===== config.mk =====
export PLATFORM = sky130hd
export DESIGN_NAME = acl_device_flat
export DESIGN_NICKNAME = d
export VERILOG_FILES = /design/src/core/acl_pkg.sv /design/src/core/acl_link_if.sv /design/src/core/acl_device.sv /design/src/core/acl_ramp.sv /design/src/flat_wrapper.sv
export VERILOG_INCLUDE_DIRS = /design/src /design/src/core
export SDC_FILE = /design/constraint.sdc
export NUM_CORES = 1
export LEC_CHECK = 0
export ABC_AREA = 1
export BUFFER_PORTS_ARGS = -buffer_cell sky130_fd_sc_hd__buf_4
export CORE_ASPECT_RATIO = 1.75
export CORE_MARGIN = 3
export CORE_UTILIZATION = 59
export DETAILED_ROUTE_END_ITERATION = 12
export PLACE_DENSITY = 0.79
export SYNTH_ARGS = -nofsm -noshare
export SYNTH_HDL_FRONTEND = slang
export SYNTH_SLANG_ARGS = --single-unit

===== constraint.sdc =====
create_clock -name pclk -period 3.7 [get_ports pclk]
set_input_delay 0.185 -clock pclk [delete_from_list [all_inputs] [get_ports pclk]]
set_output_delay 0.185 -clock pclk [all_outputs]
set_load 0.01 [all_outputs]

===== src/core/acl_regs.svh =====
// Register offsets, field positions, reset values and timing counts of the amplifier control.
`ifndef ACL_REGS_SVH
`define ACL_REGS_SVH
// ****************************************************************
// Device registers, reached through the serial link
// ****************************************************************
`define ACL_REG_FAULT       8'h00
`define ACL_REG_GAIN        8'h06
`define ACL_REG_CTRL        8'h07
`define ACL_REG_DIAG_STAT   8'h08
`define ACL_REG_CLIP_SRC    8'h0a
`define ACL_REG_MODE        8'h0c
`define ACL_REG_DIAG_BASE   8'h10
`define ACL_REG_DIAG_LAST   8'h13
`define ACL_CTRL_OFFSET_BIT 0
`define ACL_CTRL_START_BIT  1
`define ACL_CTRL_TWEET_BIT  2
`define ACL_CTRL_RESET      8'h01
`define ACL_MODE_RESET      8'h00
`define ACL_GAIN_RESET      8'h00
`define ACL_CLIP_SRC_RESET  2'h1
// ****************************************************************
// Controller registers, reached over APB
// ****************************************************************
`define ACL_APB_CMD         12'h000
`define ACL_APB_STATUS      12'h004
`define ACL_APB_INT_STAT    12'h008
`define ACL_APB_INT_MASK    12'h00c
`define ACL_CMD_WRITE_BIT   16
`define ACL_INT_DONE_BIT    0
`define ACL_INT_CLIP_BIT    1
`define ACL_INT_REFUSE_BIT  2
// ****************************************************************
// Timing
// ****************************************************************
`define ACL_CLK_PERIOD_NS   8
`define ACL_RAMP_STEP_NS    2000
`define ACL_RAMP_STEP_CYC   ((`ACL_RAMP_STEP_NS + `ACL_CLK_PERIOD_NS - 1) / `ACL_CLK_PERIOD_NS)
`define ACL_PWM_PERIOD_NS   2000
`define ACL_PWM_PERIOD_CYC  ((`ACL_PWM_PERIOD_NS + `ACL_CLK_PERIOD_NS - 1) / `ACL_CLK_PERIOD_NS)
`define ACL_DIAG_PHASE_CYC  1024
`endif


===== src/core/acl_pkg.sv =====
// Types shared by the amplifier device end and its controller end.
package acl_pkg;
    // Per-channel state held in the mode register, two bits per channel.
    typedef enum logic [1:0] {
        ACL_HIZ  = 2'b00,
        ACL_MUTE = 2'b01,
        ACL_PLAY = 2'b10
    } acl_chmode_type;
    // Preamplifier gain codes, two bits per channel.
    typedef enum logic [1:0] {
        ACL_GAIN_12DB = 2'b00,
        ACL_GAIN_20DB = 2'b01,
        ACL_GAIN_26DB = 2'b10,
        ACL_GAIN_32DB = 2'b11
    } acl_gain_type;
    // Source reported on the clip/warning output.
    typedef enum logic [1:0] {
        ACL_SRC_CLIP  = 2'b00,
        ACL_SRC_WARN  = 2'b01,
        ACL_SRC_BOTH  = 2'b10,
        ACL_SRC_TWEET = 2'b11
    } acl_clip_src_type;
    // Load diagnostic sequencer states.
    typedef enum logic [0:0] {
        ACL_DIAG_IDLE = 1'b0,
        ACL_DIAG_RUN  = 1'b1
    } acl_diag_state_type;
endpackage : acl_pkg


===== src/core/acl_link_if.sv =====
// Serial register link and clip/warning line between controller and amplifier.
`timescale 1ns/1ps
interface acl_link_if;
    logic       req;        // Request held by the controller until ack.
    logic       wr;         // High for a register write.
    logic [7:0] addr;       // Register offset.
    logic [7:0] wdata;      // Write data.
    logic       ack;        // One-cycle answer from the device.
    logic [7:0] rdata;      // Read data, valid with ack.
    logic       diag_busy;  // Device runs a load diagnostic.
    logic       clip_out;   // Open-drain level driven by the device.
    logic       clip_oe;    // High while the device pulls the line.
    logic       clip_level; // Resolved line level, pulled up when released.

    // The line floats high through its pull-up when nobody drives it.
    assign clip_level = clip_oe ? clip_out : 1'b1;

    modport dev  (input req, wr, addr, wdata, output ack, rdata, diag_busy, clip_out, clip_oe);
    modport host (output req, wr, addr, wdata, input ack, rdata, diag_busy, clip_level);
endinterface : acl_link_if


===== src/core/acl_device.sv =====
// Amplifier end: channel states, gain ramps, faults, load diagnostics and clip/warning output.
//
// The implementer's own choice: the APB register port.
`timescale 1ns/1ps
`include "acl_regs.svh"
//
// Contract
// - Mute and play ramp gain gradually.
// - Faults force high impedance with no ramp.
// - Gain chosen from four register settings.
// - Gains 12, 20, 26, 32 dB per channel.
// - Writable offset reduction enable bit.
// - Diagnostics only on high impedance channels.
// - All hiz: four phases, all channels together.
// - Some hiz: rail and ground shorts only.
// - Host mutes, then hiz, before diagnostics.
// - Ramp down completes before diagnostics start.
// - Results held in per-channel readable registers.
// - Host writes no mode during diagnostics.
// - Host tests tweeter channels one at time.
// - Host sets channel to play after entry.
// - Host selects tweeter source for results.
// - Clip source: clip, warning, both, tweeter.
// - Tweeter: line low while current over threshold.
// - Tweeter low pulse lasts one PWM period.
module acl_device
    import acl_pkg::*;
#(
    parameter int LEVEL_W   = 6,
    parameter int STEP_CYC  = `ACL_RAMP_STEP_CYC,
    parameter int PWM_CYC   = `ACL_PWM_PERIOD_CYC,
    parameter int PHASE_CYC = `ACL_DIAG_PHASE_CYC
)(
    input  wire logic                   pclk,
    input  wire logic                   presetn,
    acl_link_if.dev                     link,
    input  wire logic [4:0]             fault_in,        // Overvoltage, undervoltage, current, temp, offset.
    input  wire logic                   clip_detect,     // Full duty cycle seen on some channel.
    input  wire logic                   temperature_warning,
    input  wire logic                   over_threshold,  // Load current above tweeter threshold.
    input  wire logic [3:0]             diag_sense,      // Per-channel comparator of the current phase.
    output logic [3:0]                  ch_hiz,          // Output stage released per channel.
    output logic [3:0][LEVEL_W-1:0]     ch_gain_level,   // Ramped gain level per channel.
    output logic [7:0]                  gain_sel,        // Gain code, two bits per channel.
    output logic                        offset_reduction_en,
    output logic                        diag_active,
    output logic [1:0]                  diag_phase
);
    initial
    begin
        if (PWM_CYC < 1 || PHASE_CYC < 2 || PWM_CYC > 65535 || PHASE_CYC > 65535)
            $error("acl_device: bad PWM_CYC or PHASE_CYC");
    end

    localparam logic [15:0] PWM_LAST   = 16'(PWM_CYC - 1);
    localparam logic [15:0] PHASE_LAST = 16'(PHASE_CYC - 1);

    // ****************************************************************
    // State
    // ****************************************************************
    typedef struct packed {
        logic [7:0]         mode;      // Two-bit state per channel.
        logic [7:0]         gain;      // Two-bit gain code per channel.
        logic [7:0]         ctrl;      // Offset enable and tweeter mode.
        logic [1:0]         clip_src;  // Clip/warning source selection.
        logic [4:0]         fault;     // Sticky fault flags, cleared by read.
        acl_diag_state_type diag_st;   // Diagnostic sequencer.
        logic               full;      // Full level under way.
        logic [1:0]         phase;     // Present test phase.
        logic [15:0]        phase_cnt; // Cycles spent in the phase.
        logic [3:0]         mask;      // Channels under test.
        logic [3:0][3:0]    result;    // Per-channel phase results.
        logic [3:0]         hiz;       // Registered output release.
        logic               clip_low;  // Clip/warning line pulled low.
        logic [15:0]        stretch;   // Remaining minimum low time.
        logic               ack;       // Link answer.
        logic [7:0]         rdata;     // Link read data.
    } acl_dev_state_type;

    acl_dev_state_type q, d;
    logic [3:0]        at_zero;   // Ramp of each channel is silent.
    logic [3:0]        hiz_ready; // Channel in hiz with its ramp finished.
    logic              start_req; // Diagnostic start written this cycle.
    logic              fault_any; // Any fault seen this cycle.
    logic              tweet_hit; // Tweeter current over threshold in mode.

    assign fault_any = |fault_in;

    // ****************************************************************
    // Gain ramps, one per channel
    // ****************************************************************
    for (genvar ch = 0; ch < 4; ch++)
    begin : g_ramp
        acl_ramp #(
            .LEVEL_W  (LEVEL_W),
            .STEP_CYC (STEP_CYC)
        ) u_ramp (
            .pclk       (pclk),
            .presetn    (presetn),
            .target_up  (acl_chmode_type'(q.mode[2*ch +: 2]) == ACL_PLAY),
            .force_zero (fault_any),
            .level      (ch_gain_level[ch]),
            .at_zero    (at_zero[ch])
        );
        // A channel set to hiz is released only after its ramp reached zero.
        assign hiz_ready[ch] = (acl_chmode_type'(q.mode[2*ch +: 2]) == ACL_HIZ) && at_zero[ch];
    end

    assign tweet_hit = q.ctrl[`ACL_CTRL_TWEET_BIT] && over_threshold;

    // ****************************************************************
    // Next state
    // ****************************************************************
    // Link access first, then faults, so a fault always wins over a mode write or a fault clear.
    always_comb
    begin
        d         = q;
        d.ack     = 1'b0;
        start_req = 1'b0;

        // Skipping while ack is up avoids taking the same request twice.
        if (link.req && !q.ack)
        begin
            d.ack = 1'b1;
            if (link.wr)
            begin
                case (link.addr)
                    `ACL_REG_GAIN:     d.gain = link.wdata;
                    `ACL_REG_CTRL:
                    begin
                        d.ctrl      = link.wdata & 8'h05;
                        start_req   = link.wdata[`ACL_CTRL_START_BIT];
                    end
                    `ACL_REG_CLIP_SRC: d.clip_src = link.wdata[1:0];
                    `ACL_REG_MODE:
                    begin
                        // Mode writes during a test are dropped to protect the sequence.
                        if (q.diag_st == ACL_DIAG_IDLE)
                            d.mode = link.wdata;
                    end
                    default:           d.ack = 1'b1;
                endcase
            end
            else
            begin
                case (link.addr)
                    `ACL_REG_FAULT:
                    begin
                        d.rdata = {3'h0, q.fault};
                        d.fault = '0;
                    end
                    `ACL_REG_GAIN:      d.rdata = q.gain;
                    `ACL_REG_CTRL:      d.rdata = q.ctrl;
                    `ACL_REG_DIAG_STAT: d.rdata = {q.mask, q.phase, q.full, q.diag_st == ACL_DIAG_RUN};
                    `ACL_REG_CLIP_SRC:  d.rdata = {6'h00, q.clip_src};
                    `ACL_REG_MODE:      d.rdata = q.mode;
                    8'h10, 8'h11, 8'h12, 8'h13:
                        d.rdata = {4'h0, q.result[link.addr[1:0]]};
                    default:            d.rdata = 8'h00;
                endcase
            end
        end

        // Load diagnostic sequencer.
        case (q.diag_st)
            ACL_DIAG_IDLE:
            begin
                // A start with no channel ready in hiz is ignored.
                if (start_req && (|hiz_ready) && !fault_any)
                begin
                    d.diag_st   = ACL_DIAG_RUN;
                    d.mask      = hiz_ready;
                    d.full      = &hiz_ready;
                    d.phase     = 2'h0;
                    d.phase_cnt = '0;
                    for (int ch = 0; ch < 4; ch++)
                    begin
                        if (hiz_ready[ch])
                            d.result[ch] = 4'h0;
                    end
                end
            end
            ACL_DIAG_RUN:
            begin
                if (q.phase_cnt == PHASE_LAST)
                begin
                    d.phase_cnt = '0;
                    // All tested channels are sampled at once at the phase end.
                    for (int ch = 0; ch < 4; ch++)
                    begin
                        if (q.mask[ch])
                            d.result[ch][q.phase] = diag_sense[ch];
                    end
                    // The reduced level stops after the rail and ground phases.
                    if (q.phase == (q.full ? 2'h3 : 2'h1))
                        d.diag_st = ACL_DIAG_IDLE;
                    else
                        d.phase = q.phase + 1'b1;
                end
                else
                    d.phase_cnt = q.phase_cnt + 1'b1;
            end
            default: d.diag_st = ACL_DIAG_IDLE;
        endcase

        // Faults: sticky flag, all channels to hiz at once, test aborted.
        if (fault_any)
        begin
            d.fault   = d.fault | fault_in;
            d.mode    = `ACL_MODE_RESET;
            d.diag_st = ACL_DIAG_IDLE;
        end

        // Channels in hiz with their ramp at zero, or all of them on a fault, release the output stage.
        for (int ch = 0; ch < 4; ch++)
            d.hiz[ch] = fault_any || hiz_ready[ch];

        // Clip/warning line, with the tweeter low time stretched to a PWM period.
        case (acl_clip_src_type'(q.clip_src))
            ACL_SRC_CLIP:  d.clip_low = clip_detect;
            ACL_SRC_WARN:  d.clip_low = temperature_warning;
            ACL_SRC_BOTH:  d.clip_low = clip_detect || temperature_warning;
            ACL_SRC_TWEET:
            begin
                if (tweet_hit && !q.clip_low)
                    d.stretch = PWM_LAST;
                else if (q.stretch != '0)
                    d.stretch = q.stretch - 1'b1;
                d.clip_low = tweet_hit || (q.clip_low && q.stretch != '0);
            end
            default:       d.clip_low = 1'b0;
        endcase
    end

    // Registers the whole device state.
    always_ff @(posedge pclk or negedge presetn)
    begin
        if (!presetn)
        begin
            q          <= '0;
            q.mode     <= `ACL_MODE_RESET;
            q.gain     <= `ACL_GAIN_RESET;
            q.ctrl     <= `ACL_CTRL_RESET;
            q.clip_src <= `ACL_CLIP_SRC_RESET;
            q.diag_st  <= ACL_DIAG_IDLE;
            q.hiz      <= 4'hf;
        end
        else
            q <= d;
    end

    // ****************************************************************
    // Outputs
    // ****************************************************************
    assign link.ack            = q.ack;
    assign link.rdata          = q.rdata;
    assign link.diag_busy      = (q.diag_st == ACL_DIAG_RUN);
    assign link.clip_out       = 1'b0;
    assign link.clip_oe        = q.clip_low;
    assign ch_hiz              = q.hiz;
    assign gain_sel            = q.gain;
    assign offset_reduction_en = q.ctrl[`ACL_CTRL_OFFSET_BIT];
    assign diag_active         = (q.diag_st == ACL_DIAG_RUN);
    assign diag_phase          = q.phase;
endmodule : acl_device


===== src/core/acl_ramp.sv =====
// Gradual gain ramp of one amplifier channel.
`timescale 1ns/1ps
module acl_ramp
    import acl_pkg::*;
#(
    parameter int LEVEL_W  = 6,
    parameter int STEP_CYC = 250
)(
    input  wire logic               pclk,
    input  wire logic               presetn,
    input  wire logic               target_up,
    input  wire logic               force_zero,
    output logic [LEVEL_W-1:0]      level,
    output logic                    at_zero
);
    initial
    begin
        if (LEVEL_W < 1 || STEP_CYC < 1)
            $error("acl_ramp: bad LEVEL_W or STEP_CYC");
    end

    localparam int CNT_W = $clog2(STEP_CYC + 1);
    localparam logic [CNT_W-1:0] STEP_LAST = CNT_W'(STEP_CYC - 1);

    typedef struct packed {
        logic [LEVEL_W-1:0] level; // Present gain level, zero is silent.
        logic [CNT_W-1:0]   cnt;   // Cycles spent at the present step.
    } acl_ramp_state_type;

    acl_ramp_state_type q, d;

    // ****************************************************************
    // Next state
    // ****************************************************************
    // One step every STEP_CYC cycles toward the target; a fault jumps to zero.
    always_comb
    begin
        d = q;
        if (force_zero)
        begin
            d.level = '0;
            d.cnt   = '0;
        end
        else if ((target_up && !(&q.level)) || (!target_up && (|q.level)))
        begin
            if (q.cnt == STEP_LAST)
            begin
                d.cnt = '0;
                // A step of one level keeps the change inaudible.
                d.level = target_up ? q.level + 1'b1 : q.level - 1'b1;
            end
            else
                d.cnt = q.cnt + 1'b1;
        end
        else
            d.cnt = '0;
    end

    // Registers the ramp state.
    always_ff @(posedge pclk or negedge presetn)
    begin
        if (!presetn)
            q <= '0;
        else
            q <= d;
    end

    assign level   = q.level;
    assign at_zero = (q.level == '0);
endmodule : acl_ramp


===== src/flat_wrapper.sv =====
// flat-port wrapper written by rule: the top's interface ports become plain ports
module acl_device_flat import acl_pkg::*;
#(
    parameter int LEVEL_W   = 6,
    parameter int STEP_CYC  = `ACL_RAMP_STEP_CYC,
    parameter int PWM_CYC   = `ACL_PWM_PERIOD_CYC,
    parameter int PHASE_CYC = `ACL_DIAG_PHASE_CYC
)
  (pclk, presetn, fault_in, clip_detect, temperature_warning, over_threshold, diag_sense, ch_hiz, ch_gain_level, gain_sel, offset_reduction_en, diag_active, diag_phase, link_req, link_wr, link_addr, link_wdata, link_ack, link_rdata, link_diag_busy, link_clip_out, link_clip_oe);
  acl_link_if link_i ();
  input  wire logic pclk;
  input  wire logic presetn;
  input  wire logic [4:0] fault_in;
  input  wire logic clip_detect;
  input  wire logic temperature_warning;
  input  wire logic over_threshold;
  input  wire logic [3:0] diag_sense;
  output logic [3:0] ch_hiz;
  output logic [3:0][LEVEL_W-1:0] ch_gain_level;
  output logic [7:0] gain_sel;
  output logic offset_reduction_en;
  output logic diag_active;
  output logic [1:0] diag_phase;
  input wire logic [$bits(link_i.req)-1:0] link_req;
  input wire logic [$bits(link_i.wr)-1:0] link_wr;
  input wire logic [$bits(link_i.addr)-1:0] link_addr;
  input wire logic [$bits(link_i.wdata)-1:0] link_wdata;
  output wire logic [$bits(link_i.ack)-1:0] link_ack;
  output wire logic [$bits(link_i.rdata)-1:0] link_rdata;
  output wire logic [$bits(link_i.diag_busy)-1:0] link_diag_busy;
  output wire logic [$bits(link_i.clip_out)-1:0] link_clip_out;
  output wire logic [$bits(link_i.clip_oe)-1:0] link_clip_oe;
  assign link_i.req = link_req;
  assign link_i.wr = link_wr;
  assign link_i.addr = link_addr;
  assign link_i.wdata = link_wdata;
  assign link_ack = link_i.ack;
  assign link_rdata = link_i.rdata;
  assign link_diag_busy = link_i.diag_busy;
  assign link_clip_out = link_i.clip_out;
  assign link_clip_oe = link_i.clip_oe;
  acl_device #(.LEVEL_W(LEVEL_W), .STEP_CYC(STEP_CYC), .PWM_CYC(PWM_CYC), .PHASE_CYC(PHASE_CYC)) u_core (.pclk(pclk), .presetn(presetn), .link(link_i), .fault_in(fault_in), .clip_detect(clip_detect), .temperature_warning(temperature_warning), .over_threshold(over_threshold), .diag_sense(diag_sense), .ch_hiz(ch_hiz), .ch_gain_level(ch_gain_level), .gain_sel(gain_sel), .offset_reduction_en(offset_reduction_en), .diag_active(diag_active), .diag_phase(diag_phase));
endmodule

==> results of run 1 <==
state kept, by name, indices dropped and copies added, names as in the netlist:
register,count
u_core.link.rdata,8
u_core.diag_active,1
u_core.g_ramp.u_ramp.q,32
u_core.link.ack,1
u_core.g_ramp.u_ramp.level,24
u_core.diag_phase,2
u_core.link.clip_oe,1
u_core.offset_reduction_en,1
u_core.gain_sel,8
u_core.q,69
u_core.ch_hiz,4
routing by layer:
| metal | vias up | routed length (um) |
|---|---|---|
| li1 | 3704 | - |
| met1 | 3613 | 7960 |
| met2 | 233 | 11400 |
| met3 | 53 | 1010 |
| met4 | 0 | 811 |
| met5 | - | 0 |
cell type report:
cell class | instances | area [sq um]
Fill cell | 1232 | 4570
Tap cell | 180 | 225
Sequential cell | 151 | 3790
Timing Repair Buffer | 90 | 707
Inverter | 141 | 529
Clock buffer | 20 | 437
Clock inverter | 12 | 178
Multi-Input combinational cell | 769 | 4090
cells in the final DEF (no fill, tap or decap), types with 13 or more instances in the layout:
cell type,netlist,layout
sky130_fd_sc_hd__ha_1,31,31
sky130_fd_sc_hd__nand2_1,257,257
sky130_fd_sc_hd__o22ai_1,17,17
sky130_fd_sc_hd__clkbuf_16,0,17
sky130_fd_sc_hd__dfrtp_1,145,145
sky130_fd_sc_hd__nor3_1,13,13
sky130_fd_sc_hd__nand4_1,30,30
sky130_fd_sc_hd__a21oi_1,29,29
sky130_fd_sc_hd__xor2_1,20,20
sky130_fd_sc_hd__inv_1,136,136
sky130_fd_sc_hd__buf_4,51,82
sky130_fd_sc_hd__o21ai_0,80,80
sky130_fd_sc_hd__xnor2_1,16,16
sky130_fd_sc_hd__nand3_1,76,76
sky130_fd_sc_hd__nor2_1,122,122
final timing paths:
check | start | endpoint | slack (ns) | depth (start not counted)
setup / recovery | fault_in[2] | u_core.q[52] | 1.42 | 13
hold / removal | clip_detect | u_core.link.clip_oe | 0.002 | 2
hold reg to reg | u_core.q[30] | u_core.q[30] | 0.48 | 2
min in group asynchronous | presetn | u_core.q[23] | 0.35 | 2
max in group asynchronous | presetn | u_core.ch_hiz[2] | 2.50 | 3
setup reg to reg | u_core.link.ack | u_core.q[95] | 1.58 | 8
per-stage QoR:
step | power (mW) | setup WS, ns | cells
after global placement | 1.83 | 1.66 | 1325
final | 3.63 | 1.42 | 1363
after floorplan | 1.74 | 1.98 | 1121
after global routing | 3.73 | 1.28 | 1363
after detailed placement | 1.83 | 1.63 | 1325
after CTS | 3.65 | 1.50 | 1363
kinds of logic after synthesis:
| kind of cell | after synthesis |
|---|---|
| other | 1 |
| AO/OA/AOI/OAI | 154 |
| adder cells (fa/ha/maj) | 35 |
| AND/OR/NAND/NOR | 541 |
| multiplexers | 2 |
| buffers and inverters | 201 |
| flip-flops | 151 |
| XOR/XNOR | 36 |
power by group through the flow:
stage               registers [mW]  clock network, mW  logic (mW)
floorplan                     1.69                  0      0.0482
global placement              1.69                  0       0.131
detailed placement            1.69                  0       0.131
CTS                           1.66               1.84       0.137
global route                  1.66               1.91       0.150
finish                        1.67               1.83       0.136
timing repair:
item                                   in CTS  in global routing
hold buffers                                6                  0
endpoints found under the hold margin      95                  0
buffers inserted                            0                  0
==> run_summary.xml, run 1 <==
<?xml version="1.0" encoding="UTF-8"?>
<metrics>
  <group name="logic_synthesis">
    <metric name="synthMuxAreaShare" unit="">0.00241</metric>
    <metric name="synthesis.area" unit="sq um">8840</metric>
    <metric name="prevailing_post_synth_register_cell" unit="">sky130_fd_sc_hd__dfrtp_1</metric>
    <metric name="netlist.top_cell.by_area" unit="">sky130_fd_sc_hd__dfrtp_1</metric>
    <metric name="syn-num-nets" unit="">1188</metric>
    <metric name="synth-compound-area-share" unit="">0.0969</metric>
    <metric name="yosysSeqAreaShare" unit="">0.428</metric>
    <metric name="synth_fa_ha_area_frac" unit="">0.0529</metric>
    <metric name="netlist_top_cells_area" unit="">sky130_fd_sc_hd__dfrtp_1 41%, sky130_fd_sc_hd__nand2_1 11%, sky130_fd_sc_hd__inv_1 5.8%</metric>
    <metric name="yosys_register_bits" unit="">151</metric>
    <metric name="syn-instance-count" unit="">1121</metric>
    <metric name="synth_common_cells" unit="">257 x sky130_fd_sc_hd__nand2_1, 145 x sky130_fd_sc_hd__dfrtp_1, 136 x sky130_fd_sc_hd__inv_1</metric>
    <metric name="ys_async_rst_share" unit="">1.00</metric>
    <metric name="edff_count_synth" unit="">0</metric>
    <metric name="yosys_warning_count" unit="">0</metric>
    <metric name="synth.lib_cells_used.distinct" unit="">50</metric>
    <metric name="synth_top_family_by_area" unit="">simple AND/OR/NAND/NOR gates</metric>
    <metric name="synthXorXnorAreaFrac" unit="">0.0357</metric>
    <metric name="synth.most_common_cell" unit="">sky130_fd_sc_hd__nand2_1</metric>
    <metric name="synthesis.area_per_instance" unit="sq um">7.89</metric>
    <metric name="synth_top_area_frac" unit="">0.410</metric>
    <metric name="post_synth_and_or_nand_nor_area_fraction" unit="">0.274</metric>
  </group>
  <group name="global_route">
    <metric name="globalRouteMet3Util" unit="">0.0456</metric>
    <metric name="antenna_found_initial" unit="">0</metric>
    <metric name="first_global_vias" unit="">7753</metric>
    <metric name="groute.layer.met2.usage" unit="">0.482</metric>
    <metric name="largest_net_degree_at_the_start_of_global_routing" unit="">95</metric>
    <metric name="met1_usage" unit="">0.299</metric>
    <metric name="grt_overflow" unit="">0</metric>
    <metric name="grt-busiest-layer" unit="">met2</metric>
    <metric name="grt_util_all_layers" unit="">0.266</metric>
    <metric name="grt_first_pass_wirelength" unit="um">36000</metric>
  </group>
  <group name="run_status">
    <metric name="outcome" unit="">complete, no violations</metric>
  </group>
  <group name="placed_design">
    <metric name="portBuffers" unit="">82</metric>
    <metric name="hpwlAfterDp" unit="um">15500</metric>
    <metric name="globalplace.congestion" unit="">0.896</metric>
    <metric name="placed_area" unit="sq um">9270</metric>
  </group>
  <group name="min_path">
    <metric name="worst_hold_path_type" unit="">primary input to register</metric>
  </group>
  <group name="layout">
    <metric name="insertedDiodeCount" unit="">0</metric>
    <metric name="final_net_count" unit="">1237</metric>
    <metric name="finalInstanceArea" unit="sq um">9950</metric>
    <metric name="post-route-util" unit="">0.685</metric>
    <metric name="areaGrowthSynthToFinish" unit="%">12.5</metric>
    <metric name="post_route_cells_drive_above_1_share" unit="">0.128</metric>
  </group>
  <group name="floorplanning">
    <metric name="initial_core_util" unit="">0.609</metric>
    <metric name="die-area" unit="sq um">16500</metric>
    <metric name="pin_count" unit="">84</metric>
    <metric name="design.core.area" unit="sq um">14500</metric>
    <metric name="placement_rows" unit="">58</metric>
    <metric name="horizontal_extent_of_the_die" unit="um">98.5</metric>
    <metric name="floorplan.die.height" unit="um">168</metric>
  </group>
  <group name="cts">
    <metric name="ctsRootBufferMaster" unit="">sky130_fd_sc_hd__clkbuf_16</metric>
    <metric name="cts.sinks" unit="">151</metric>
    <metric name="cts.reportedPaths.clkPinSlew" unit="ns">0.06</metric>
    <metric name="worst_skew_pair.late_latency" unit="ns">0.42</metric>
    <metric name="ctsLongestPathBuffers" unit="">2</metric>
    <metric name="htree_num_levels" unit="">4</metric>
    <metric name="cts_made_buffers" unit="">17</metric>
    <metric name="cts_resized" unit="">0</metric>
    <metric name="cts_tree" unit="">done</metric>
  </group>
  <group name="critical_path">
    <metric name="worstPathRequired" unit="ns">3.99</metric>
    <metric name="crit_path_max_fanout" unit="">25</metric>
    <metric name="timing.critical_path.buf_inv" unit="">5</metric>
    <metric name="crit_chain" unit="">dlygate4sd3_1 &gt; buf_4 &gt; inv_1 &gt; nand3_1 &gt; nor2_2 &gt; buf_4 &gt; nand3_2 &gt; nor2_4 &gt; nand2_1 &gt; nand2_1 &gt; inv_1 &gt; nand2_1 &gt; o21ai_0</metric>
    <metric name="setup_crit_start_kind" unit="">primary input</metric>
    <metric name="setup.worst_path.class" unit="">primary input to register</metric>
    <metric name="critical_path.most_common_cell" unit="">sky130_fd_sc_hd__nand2_1</metric>
    <metric name="worstPathArrival" unit="ns">2.57</metric>
    <metric name="worst_path_largest_cell_delay" unit="ns">0.55</metric>
    <metric name="cp_slowest_cell" unit="">sky130_fd_sc_hd__dlygate4sd3_1</metric>
    <metric name="critPathCaptureType" unit="">register</metric>
    <metric name="critical_path.top_delay_family" unit="">buffers and inverters</metric>
  </group>
  <group name="route">
    <metric name="detailedRoute.firstPassIterationCount" unit="">7</metric>
    <metric name="vias" unit="">7603</metric>
    <metric name="wirelength" unit="um">21200</metric>
    <metric name="drt-initial-drc-count" unit="">591</metric>
    <metric name="post_drt_wl_per_cell" unit="um">15.6</metric>
    <metric name="postRouteAntennaNets" unit="">0</metric>
    <metric name="drt-vias-per-instance" unit="">5.58</metric>
    <metric name="drc_violation_count_after_routing" unit="">0</metric>
  </group>
  <group name="timing">
    <metric name="slew-limit-headroom" unit="">0.388</metric>
    <metric name="clock.fmax" unit="MHz">438</metric>
    <metric name="worst-slew-pin-transition" unit="ns">0.918</metric>
    <metric name="fin_hold_ws" unit="ns">0.00155</metric>
    <metric name="final_period_minus_worst_setup_slack" unit="ns">2.28</metric>
    <metric name="final_hold_violation_count" unit="">0</metric>
    <metric name="final_report_max_slew_violation_count" unit="">0</metric>
    <metric name="final.setup_skew" unit="ns">0.0105</metric>
    <metric name="final_min_period_over_clock_period" unit="">0.617</metric>
    <metric name="fin_setup_tns" unit="ns">0</metric>
    <metric name="final-setup-viol-count" unit="">0</metric>
    <metric name="grt_setup_unrepaired" unit="">no</metric>
  </group>
  <group name="pwr">
    <metric name="clock_power_share" unit="">0.504</metric>
    <metric name="power.switching" unit="uW">794</metric>
    <metric name="p_comb_frac" unit="">0.037</metric>
    <metric name="peakVddDrop" unit="V">0.000284</metric>
    <metric name="leak_pwr" unit="nW">4.98</metric>
    <metric name="seq_power_share" unit="">0.459</metric>
    <metric name="power.share.switching" unit="">0.219</metric>
    <metric name="intPower" unit="mW">2.84</metric>
    <metric name="cellPowerDensity" unit="nW/um^2">365</metric>
  </group>
  <group name="job">
    <metric name="max_cap_viol_count" unit="">0</metric>
  </group>
</metrics>
Note: power is estimated with default switching activity, not from simulation.
==> inputs of run 2 (changes only) <==
==> constraint.sdc (replaced) <==
create_clock -name pclk -period 2.2 [get_ports pclk]
set_input_delay 0.11 -clock pclk [delete_from_list [all_inputs] [get_ports pclk]]
set_output_delay 0.11 -clock pclk [all_outputs]
set_load 0.01 [all_outputs]
==> run 2 against run 1 <==
  * First-iteration DRC count down 1.2%
  * Via count rose by 2.3%
  * Clock power grew 61%
  * Global-route usage up 0.34 points
  * Wire length grew 2.1%
  * Sequential share of layout area is 0.78 points lower
  * Final cell count is 1.8% higher
  * Critical path depth shrank 3
  * Final area increased by 2.1%
  * Sequential power up 68%
  * Register-to-register slack worse by 1.4 ns
  * Largest cell class unchanged
==> run_summary.xml, run 2 (synthesized netlist as in run 1, its figures left out) <==
<?xml version="1.0" encoding="UTF-8"?>
<metrics>
  <group name="floorplanning">
    <metric name="floorplan.die.height" unit="um">168</metric>
    <metric name="horizontal_extent_of_the_die" unit="um">98.5</metric>
    <metric name="die-area" unit="sq um">16500</metric>
    <metric name="initial_core_util" unit="">0.609</metric>
    <metric name="placement_rows" unit="">58</metric>
    <metric name="design.core.area" unit="sq um">14500</metric>
    <metric name="pin_count" unit="">84</metric>
  </group>
  <group name="layout">
    <metric name="post_route_cells_drive_above_1_share" unit="">0.141</metric>
    <metric name="filler_cell_count" unit="">1184</metric>
    <metric name="insertedDiodeCount" unit="">0</metric>
    <metric name="area_occupied_by_multi_input_gates" unit="sq um">4090</metric>
    <metric name="areaGrowthSynthToFinish" unit="%">14.9</metric>
    <metric name="largest_register_ff_count" unit="">69</metric>
    <metric name="most_common_library_cell_in_the_layout_ignoring_fill_and_taps" unit="">sky130_fd_sc_hd__nand2_1</metric>
    <metric name="final_net_count" unit="">1261</metric>
    <metric name="max_flop_register" unit="">u_core.q</metric>
    <metric name="layout_common_cells" unit="">256 x sky130_fd_sc_hd__nand2_1, 145 x sky130_fd_sc_hd__dfrtp_1, 136 x sky130_fd_sc_hd__inv_1, 121 x sky130_fd_sc_hd__nor2_1, 94 x sky130_fd_sc_hd__buf_4</metric>
    <metric name="regArea" unit="sq um">3790</metric>
  </group>
  <group name="global_route">
    <metric name="first_global_vias" unit="">7792</metric>
    <metric name="antenna_found_initial" unit="">0</metric>
    <metric name="grt_overflow" unit="">0</metric>
    <metric name="largest_net_degree_at_the_start_of_global_routing" unit="">44</metric>
    <metric name="grt_util_all_layers" unit="">0.269</metric>
    <metric name="grt_first_pass_wirelength" unit="um">36200</metric>
  </group>
  <group name="cts">
    <metric name="ctsLongestPathBuffers" unit="">2</metric>
    <metric name="cts.sinks" unit="">151</metric>
    <metric name="cts.reportedPaths.clkPinSlew" unit="ns">0.06</metric>
    <metric name="ctsRootBufferMaster" unit="">sky130_fd_sc_hd__clkbuf_16</metric>
    <metric name="cts_tree" unit="">done</metric>
    <metric name="htree_num_levels" unit="">4</metric>
    <metric name="worst_skew_pair.late_latency" unit="ns">0.42</metric>
    <metric name="cts_made_buffers" unit="">17</metric>
  </group>
  <group name="pwr">
    <metric name="leak_pwr" unit="nW">5.10</metric>
    <metric name="intPower" unit="mW">4.64</metric>
    <metric name="power.share.switching" unit="">0.227</metric>
    <metric name="peakVddDrop" unit="V">0.000524</metric>
    <metric name="clock_power_share" unit="">0.491</metric>
    <metric name="power.switching" unit="mW">1.36</metric>
    <metric name="seq_power_share" unit="">0.467</metric>
    <metric name="p_comb_frac" unit="">0.043</metric>
    <metric name="cellPowerDensity" unit="nW/um^2">591</metric>
  </group>
  <group name="placed_design">
    <metric name="globalplace.congestion" unit="">0.865</metric>
    <metric name="portBuffers" unit="">82</metric>
    <metric name="hpwlAfterDp" unit="um">15800</metric>
    <metric name="pre_cts_ws" unit="ns">0.147</metric>
  </group>
  <group name="timing">
    <metric name="post-route-worst-setup-slack" unit="ns">0.160</metric>
    <metric name="worst-slew-pin-transition" unit="ns">0.635</metric>
    <metric name="final.setup_skew" unit="ns">0.0144</metric>
    <metric name="final_min_period_over_clock_period" unit="">0.927</metric>
    <metric name="final-setup-viol-count" unit="">0</metric>
    <metric name="slew-limit-headroom" unit="">0.574</metric>
    <metric name="clock.fmax" unit="MHz">490</metric>
    <metric name="final_period_minus_worst_setup_slack" unit="ns">2.04</metric>
    <metric name="fin_setup_tns" unit="ns">0</metric>
    <metric name="final_report_max_slew_violation_count" unit="">0</metric>
    <metric name="grt_setup_unrepaired" unit="">no</metric>
    <metric name="final_hold_violation_count" unit="">0</metric>
  </group>
  <group name="critical_path">
    <metric name="worstPathArrival" unit="ns">2.34</metric>
    <metric name="worstPathRequired" unit="ns">2.50</metric>
    <metric name="setup_crit_start_kind" unit="">register</metric>
    <metric name="setup.worst_path.class" unit="">register to register</metric>
    <metric name="critPathCaptureType" unit="">register</metric>
    <metric name="crit_path_max_fanout" unit="">7</metric>
  </group>
  <group name="run_status">
    <metric name="outcome" unit="">complete, no violations</metric>
  </group>
  <group name="route">
    <metric name="vias" unit="">7780</metric>
    <metric name="postRouteAntennaNets" unit="">0</metric>
    <metric name="wirelength" unit="um">21700</metric>
    <metric name="drt-vias-per-instance" unit="">5.61</metric>
    <metric name="detailedRoute.firstPassIterationCount" unit="">5</metric>
    <metric name="drc_violation_count_after_routing" unit="">0</metric>
    <metric name="post_drt_wl_per_cell" unit="um">15.6</metric>
    <metric name="drt-initial-drc-count" unit="">584</metric>
  </group>
  <group name="job">
    <metric name="max_cap_viol_count" unit="">0</metric>
  </group>
  <group name="min_path">
    <metric name="worst_hold_path_type" unit="">primary input to register</metric>
  </group>
</metrics>
==> run 2: cell count changes in the layout (fill, tap and decap cells not counted), sizes merged <==
cell         change
clkinvlp         -2
clkbuf           -1
dlygate4sd3     +11
bufinv           -2
buf             +13
inv              +2
clkinv           +3
==> run 2: routing by layer <==
layer / GRT usage / up-vias / wire length (um)
met4: 0.118 / 0 / 756
met1: 0.308 / 3725 / 8330
met5: 0 / - / 0
met2: 0.484 / 244 / 11600
li1: - / 3750 / -
met3: 0.0510 / 61 / 939
==> run 2: worst paths after layout <==
kind	from	end	slack, ns	depth (start not counted)
max reg2reg	u_core.q[99]	u_core.g_ramp[3].u_ramp.level[5]	0.16	10
min	link_wdata[1]	u_core.q[76]	0.02	3
max	u_core.q[99]	u_core.g_ramp[3].u_ramp.level[5]	0.16	10
min reg2reg	u_core.q[32]	u_core.q[32]	0.47	2
max in group asynchronous	presetn	u_core.q[75]	1.31	3
min in group asynchronous	presetn	u_core.q[23]	0.19	2
==> run 2: critical path, stage by stage, from the launching register on <==
cell                       delay (ns)
sky130_fd_sc_hd__dfrtp_1         0.37
sky130_fd_sc_hd__inv_1           0.12
sky130_fd_sc_hd__nand2_1         0.19
sky130_fd_sc_hd__ha_1            0.39
sky130_fd_sc_hd__a21oi_1         0.16
sky130_fd_sc_hd__nand2_1         0.10
sky130_fd_sc_hd__a21o_1          0.17
sky130_fd_sc_hd__a21oi_1         0.19
sky130_fd_sc_hd__nand2_1         0.08
sky130_fd_sc_hd__nand3b_1        0.09
sky130_fd_sc_hd__nand2_1         0.06
==> run 2: metrics by stage <==
| step | area (sq um) | hold slack [ns] | total power [mW] | utilization | cells |
|---|---|---|---|---|---|
| final | 10200 | 0.0163 | 6.00 | 0.700 | 1387 |
| after global routing | 10200 | 0.0380 | 6.19 | 0.700 | 1387 |
| after CTS | 10200 | 0.00396 | 6.04 | 0.699 | 1387 |
| after detailed placement | 9380 | 0.0688 | 3.08 | 0.646 | 1338 |
| after global placement | 9380 | 0.0690 | 3.08 | 0.646 | 1338 |
| after floorplan | 8840 | -0.186 | 2.93 | - | 1121 |
==> run 2: layout make-up <==
cell class | instances | area share
sequential | 151 | 0.373
clock inverter | 13 | 0.0143
multi-input combinational | 769 | 0.403
clock buffer | 19 | 0.0446
timing repair buffer | 114 | 0.0913
tap | 180 | 0.0222
inverter | 141 | 0.0521
==> run 2: timing repair <==
action                                 4_1_cts  5_1_grt
setup buffers                                0        0
hold buffers                                17        0
resized for setup                            0        2
endpoints found under the hold margin       68        0
setup endpoints to repair                    0        2
==> run 2: power groups by stage <==
stage	Sequential [mW]	Combinational (mW)	Clock [mW]
global placement	2.85	0.232	0
CTS	2.80	0.260	2.98
detailed placement	2.85	0.234	0
floorplan	2.85	0.0811	0
finish	2.80	0.257	2.94
global route	2.80	0.281	3.11
==> inputs of run 3 (changes only) <==
--- a/config.mk
+++ b/config.mk
@@ -10,9 +10,9 @@
 export BUFFER_PORTS_ARGS = -buffer_cell sky130_fd_sc_hd__buf_4
 export CORE_ASPECT_RATIO = 1.75
 export CORE_MARGIN = 3
-export CORE_UTILIZATION = 59
+export CORE_UTILIZATION = 55
 export DETAILED_ROUTE_END_ITERATION = 12
-export PLACE_DENSITY = 0.79
+export PLACE_DENSITY = 0.75
 export SYNTH_ARGS = -nofsm -noshare
 export SYNTH_HDL_FRONTEND = slang
 export SYNTH_SLANG_ARGS = --single-unit
==> constraint.sdc (replaced) <==
create_clock -name pclk -period 2.3 [get_ports pclk]
set_input_delay 0.115 -clock pclk [delete_from_list [all_inputs] [get_ports pclk]]
set_output_delay 0.115 -clock pclk [all_outputs]
set_load 0.01 [all_outputs]
==> run 3 against run 2 <==
  * Sequential cell count stayed put
  * Sequential power fell by 4%
  * Global-route usage down 0.84 points
  * Register-to-register slack improved by 0.07 ns
  * Wire length rose by 1.7%
  * First-iteration DRC count is 29% lower
  * Critical path type unchanged
  * Final area down 0.44%
  * Combinational power decreased by 7%
  * Final cell count increased by 0.29%
  * Largest power group unchanged
  * Non-clock buffer count shrank 1
==> run_summary.xml, run 3 (synthesized netlist as in run 1, its figures left out) <==
<?xml version="1.0" encoding="UTF-8"?>
<metrics>
  <group name="timing">
    <metric name="slew-limit-headroom" unit="">0.593</metric>
    <metric name="final_min_period_over_clock_period" unit="">0.901</metric>
    <metric name="grt_setup_unrepaired" unit="">no</metric>
    <metric name="clock.fmax" unit="MHz">483</metric>
    <metric name="fin_hold_ws" unit="ns">0.0210</metric>
    <metric name="final_hold_violation_count" unit="">0</metric>
    <metric name="worst-slew-pin-transition" unit="ns">0.610</metric>
    <metric name="post-route-worst-setup-slack" unit="ns">0.229</metric>
    <metric name="final_report_max_slew_violation_count" unit="">0</metric>
    <metric name="final_period_minus_worst_setup_slack" unit="ns">2.07</metric>
    <metric name="final.setup_skew" unit="ns">0.0135</metric>
    <metric name="fin_setup_tns" unit="ns">0</metric>
    <metric name="final-setup-viol-count" unit="">0</metric>
  </group>
  <group name="floorplanning">
    <metric name="placement_rows" unit="">60</metric>
    <metric name="die-area" unit="sq um">17700</metric>
    <metric name="initial_core_util" unit="">0.569</metric>
    <metric name="pin_count" unit="">84</metric>
    <metric name="design.core.area" unit="sq um">15500</metric>
    <metric name="horizontal_extent_of_the_die" unit="um">102</metric>
    <metric name="floorplan.die.height" unit="um">174</metric>
  </group>
  <group name="route">
    <metric name="detailedRoute.firstPassIterationCount" unit="">5</metric>
    <metric name="post_drt_wl_per_cell" unit="um">15.8</metric>
    <metric name="drt-initial-drc-count" unit="">414</metric>
    <metric name="wirelength" unit="um">22000</metric>
    <metric name="drt-vias-per-instance" unit="">5.51</metric>
    <metric name="vias" unit="">7659</metric>
    <metric name="drc_violation_count_after_routing" unit="">0</metric>
    <metric name="postRouteAntennaNets" unit="">0</metric>
  </group>
  <group name="placed_design">
    <metric name="hpwlAfterDp" unit="um">16500</metric>
    <metric name="placed_area" unit="sq um">9380</metric>
    <metric name="portBuffers" unit="">82</metric>
    <metric name="globalplace.congestion" unit="">0.897</metric>
    <metric name="pre_cts_ws" unit="ns">0.239</metric>
  </group>
  <group name="layout">
    <metric name="area_occupied_by_multi_input_gates" unit="sq um">4090</metric>
    <metric name="post_route_cells_drive_above_1_share" unit="">0.137</metric>
    <metric name="filler_cell_count" unit="">1323</metric>
    <metric name="largest_register_ff_count" unit="">69</metric>
    <metric name="most_common_library_cell_in_the_layout_ignoring_fill_and_taps" unit="">sky130_fd_sc_hd__nand2_1</metric>
    <metric name="insertedDiodeCount" unit="">0</metric>
    <metric name="regArea" unit="sq um">3790</metric>
    <metric name="areaGrowthSynthToFinish" unit="%">14.4</metric>
    <metric name="max_flop_register" unit="">u_core.q</metric>
    <metric name="layout_common_cells" unit="">257 x sky130_fd_sc_hd__nand2_1, 145 x sky130_fd_sc_hd__dfrtp_1, 136 x sky130_fd_sc_hd__inv_1, 122 x sky130_fd_sc_hd__nor2_1, 95 x sky130_fd_sc_hd__buf_4</metric>
    <metric name="final_net_count" unit="">1260</metric>
    <metric name="finalInstanceArea" unit="sq um">10100</metric>
  </group>
  <group name="critical_path">
    <metric name="setup.worst_path.class" unit="">register to register</metric>
    <metric name="critPathCaptureType" unit="">register</metric>
    <metric name="worstPathRequired" unit="ns">2.59</metric>
    <metric name="setup_crit_start_kind" unit="">register</metric>
    <metric name="worstPathArrival" unit="ns">2.36</metric>
    <metric name="crit_path_max_fanout" unit="">5</metric>
  </group>
  <group name="pwr">
    <metric name="seq_power_share" unit="">0.473</metric>
    <metric name="power.share.switching" unit="">0.225</metric>
    <metric name="cellPowerDensity" unit="nW/um^2">560</metric>
    <metric name="peakVddDrop" unit="V">0.000418</metric>
    <metric name="p_comb_frac" unit="">0.042</metric>
    <metric name="power.switching" unit="mW">1.27</metric>
    <metric name="leak_pwr" unit="nW">5.07</metric>
    <metric name="clock_power_share" unit="">0.484</metric>
    <metric name="intPower" unit="mW">4.38</metric>
  </group>
  <group name="cts">
    <metric name="cts_tree" unit="">done</metric>
    <metric name="cts.sinks" unit="">151</metric>
    <metric name="ctsLongestPathBuffers" unit="">2</metric>
    <metric name="postCtsSetupBuffers" unit="">0</metric>
    <metric name="ctsRootBufferMaster" unit="">sky130_fd_sc_hd__clkbuf_16</metric>
    <metric name="cts_made_buffers" unit="">17</metric>
    <metric name="holdBufCountCts" unit="">16</metric>
    <metric name="cts_resized" unit="">0</metric>
    <metric name="worst_skew_pair.late_latency" unit="ns">0.42</metric>
    <metric name="cts.reportedPaths.clkPinSlew" unit="ns">0.06</metric>
    <metric name="htree_num_levels" unit="">4</metric>
  </group>
  <group name="global_route">
    <metric name="grt_first_pass_wirelength" unit="um">36900</metric>
    <metric name="largest_net_degree_at_the_start_of_global_routing" unit="">63</metric>
    <metric name="grt_overflow" unit="">0</metric>
    <metric name="grt_util_all_layers" unit="">0.261</metric>
    <metric name="first_global_vias" unit="">7933</metric>
    <metric name="antenna_found_initial" unit="">0</metric>
  </group>
  <group name="min_path">
    <metric name="worst_hold_path_type" unit="">primary input to register</metric>
  </group>
  <group name="job">
    <metric name="max_cap_viol_count" unit="">0</metric>
  </group>
  <group name="run_status">
    <metric name="outcome" unit="">complete, no violations</metric>
  </group>
</metrics>
==> run 3: metrics by stage <==
stage	util	total power, mW	std cells
after floorplan	-	2.80	1121
final	0.651	5.66	1391
after global placement	0.603	2.94	1344
after global routing	0.651	5.84	1391
after detailed placement	0.603	2.95	1344
after CTS	0.651	5.71	1391
==> run 3: path summary, 6_finish.rpt <==
kind / start / endpoint / slack, ns / cells after the start
hold reg to reg: u_core.q[31] / u_core.q[31] / 0.48 / 2
hold / removal: link_wdata[0] / u_core.offset_reduction_en / 0.02 / 3
max in group asynchronous: presetn / u_core.ch_hiz[1] / 1.23 / 3
setup / recovery: u_core.q[96] / u_core.g_ramp[1].u_ramp.level[5] / 0.23 / 10
min in group asynchronous: presetn / u_core.q[24] / 0.24 / 2
setup reg to reg: u_core.q[96] / u_core.g_ramp[1].u_ramp.level[5] / 0.23 / 10
==> run 3: metal layers <==
metal / track usage / wire length, um / up-vias
met4: 0.139 / 1070 / 0
met2: 0.476 / 12100 / 206
li1: - / - / 3754
met3: 0.0423 / 728 / 70
met5: 0 / 0 / -
met1: 0.279 / 8180 / 3629
==> run 3: power groups by stage <==
stage	clock, mW	sequential (mW)	combinational, mW
floorplan	0	2.72	0.0776
global placement	0	2.73	0.217
detailed placement	0	2.73	0.219
CTS	2.79	2.68	0.243
global route	2.90	2.68	0.264
finish	2.74	2.68	0.240
==> run 3: layout make-up <==
cell class,instances,share of cell area
Multi-Input combinational cell,769,0.404
Sequential cell,151,0.374
Timing Repair Buffer,113,0.0895
Inverter,141,0.0523
Clock buffer,20,0.0442
Tap cell,186,0.0230
Clock inverter,11,0.0125
==> run 3: critical path, cell delays in order, from the launching register on <==
cell,delay [ns]
sky130_fd_sc_hd__dfrtp_1,0.39
sky130_fd_sc_hd__inv_1,0.08
sky130_fd_sc_hd__nor2_1,0.25
sky130_fd_sc_hd__inv_1,0.18
sky130_fd_sc_hd__ha_1,0.38
sky130_fd_sc_hd__a21oi_1,0.22
sky130_fd_sc_hd__o211ai_1,0.14
sky130_fd_sc_hd__nor2_1,0.11
sky130_fd_sc_hd__nor2_1,0.05
sky130_fd_sc_hd__nand2_1,0.06
sky130_fd_sc_hd__o21ai_0,0.08
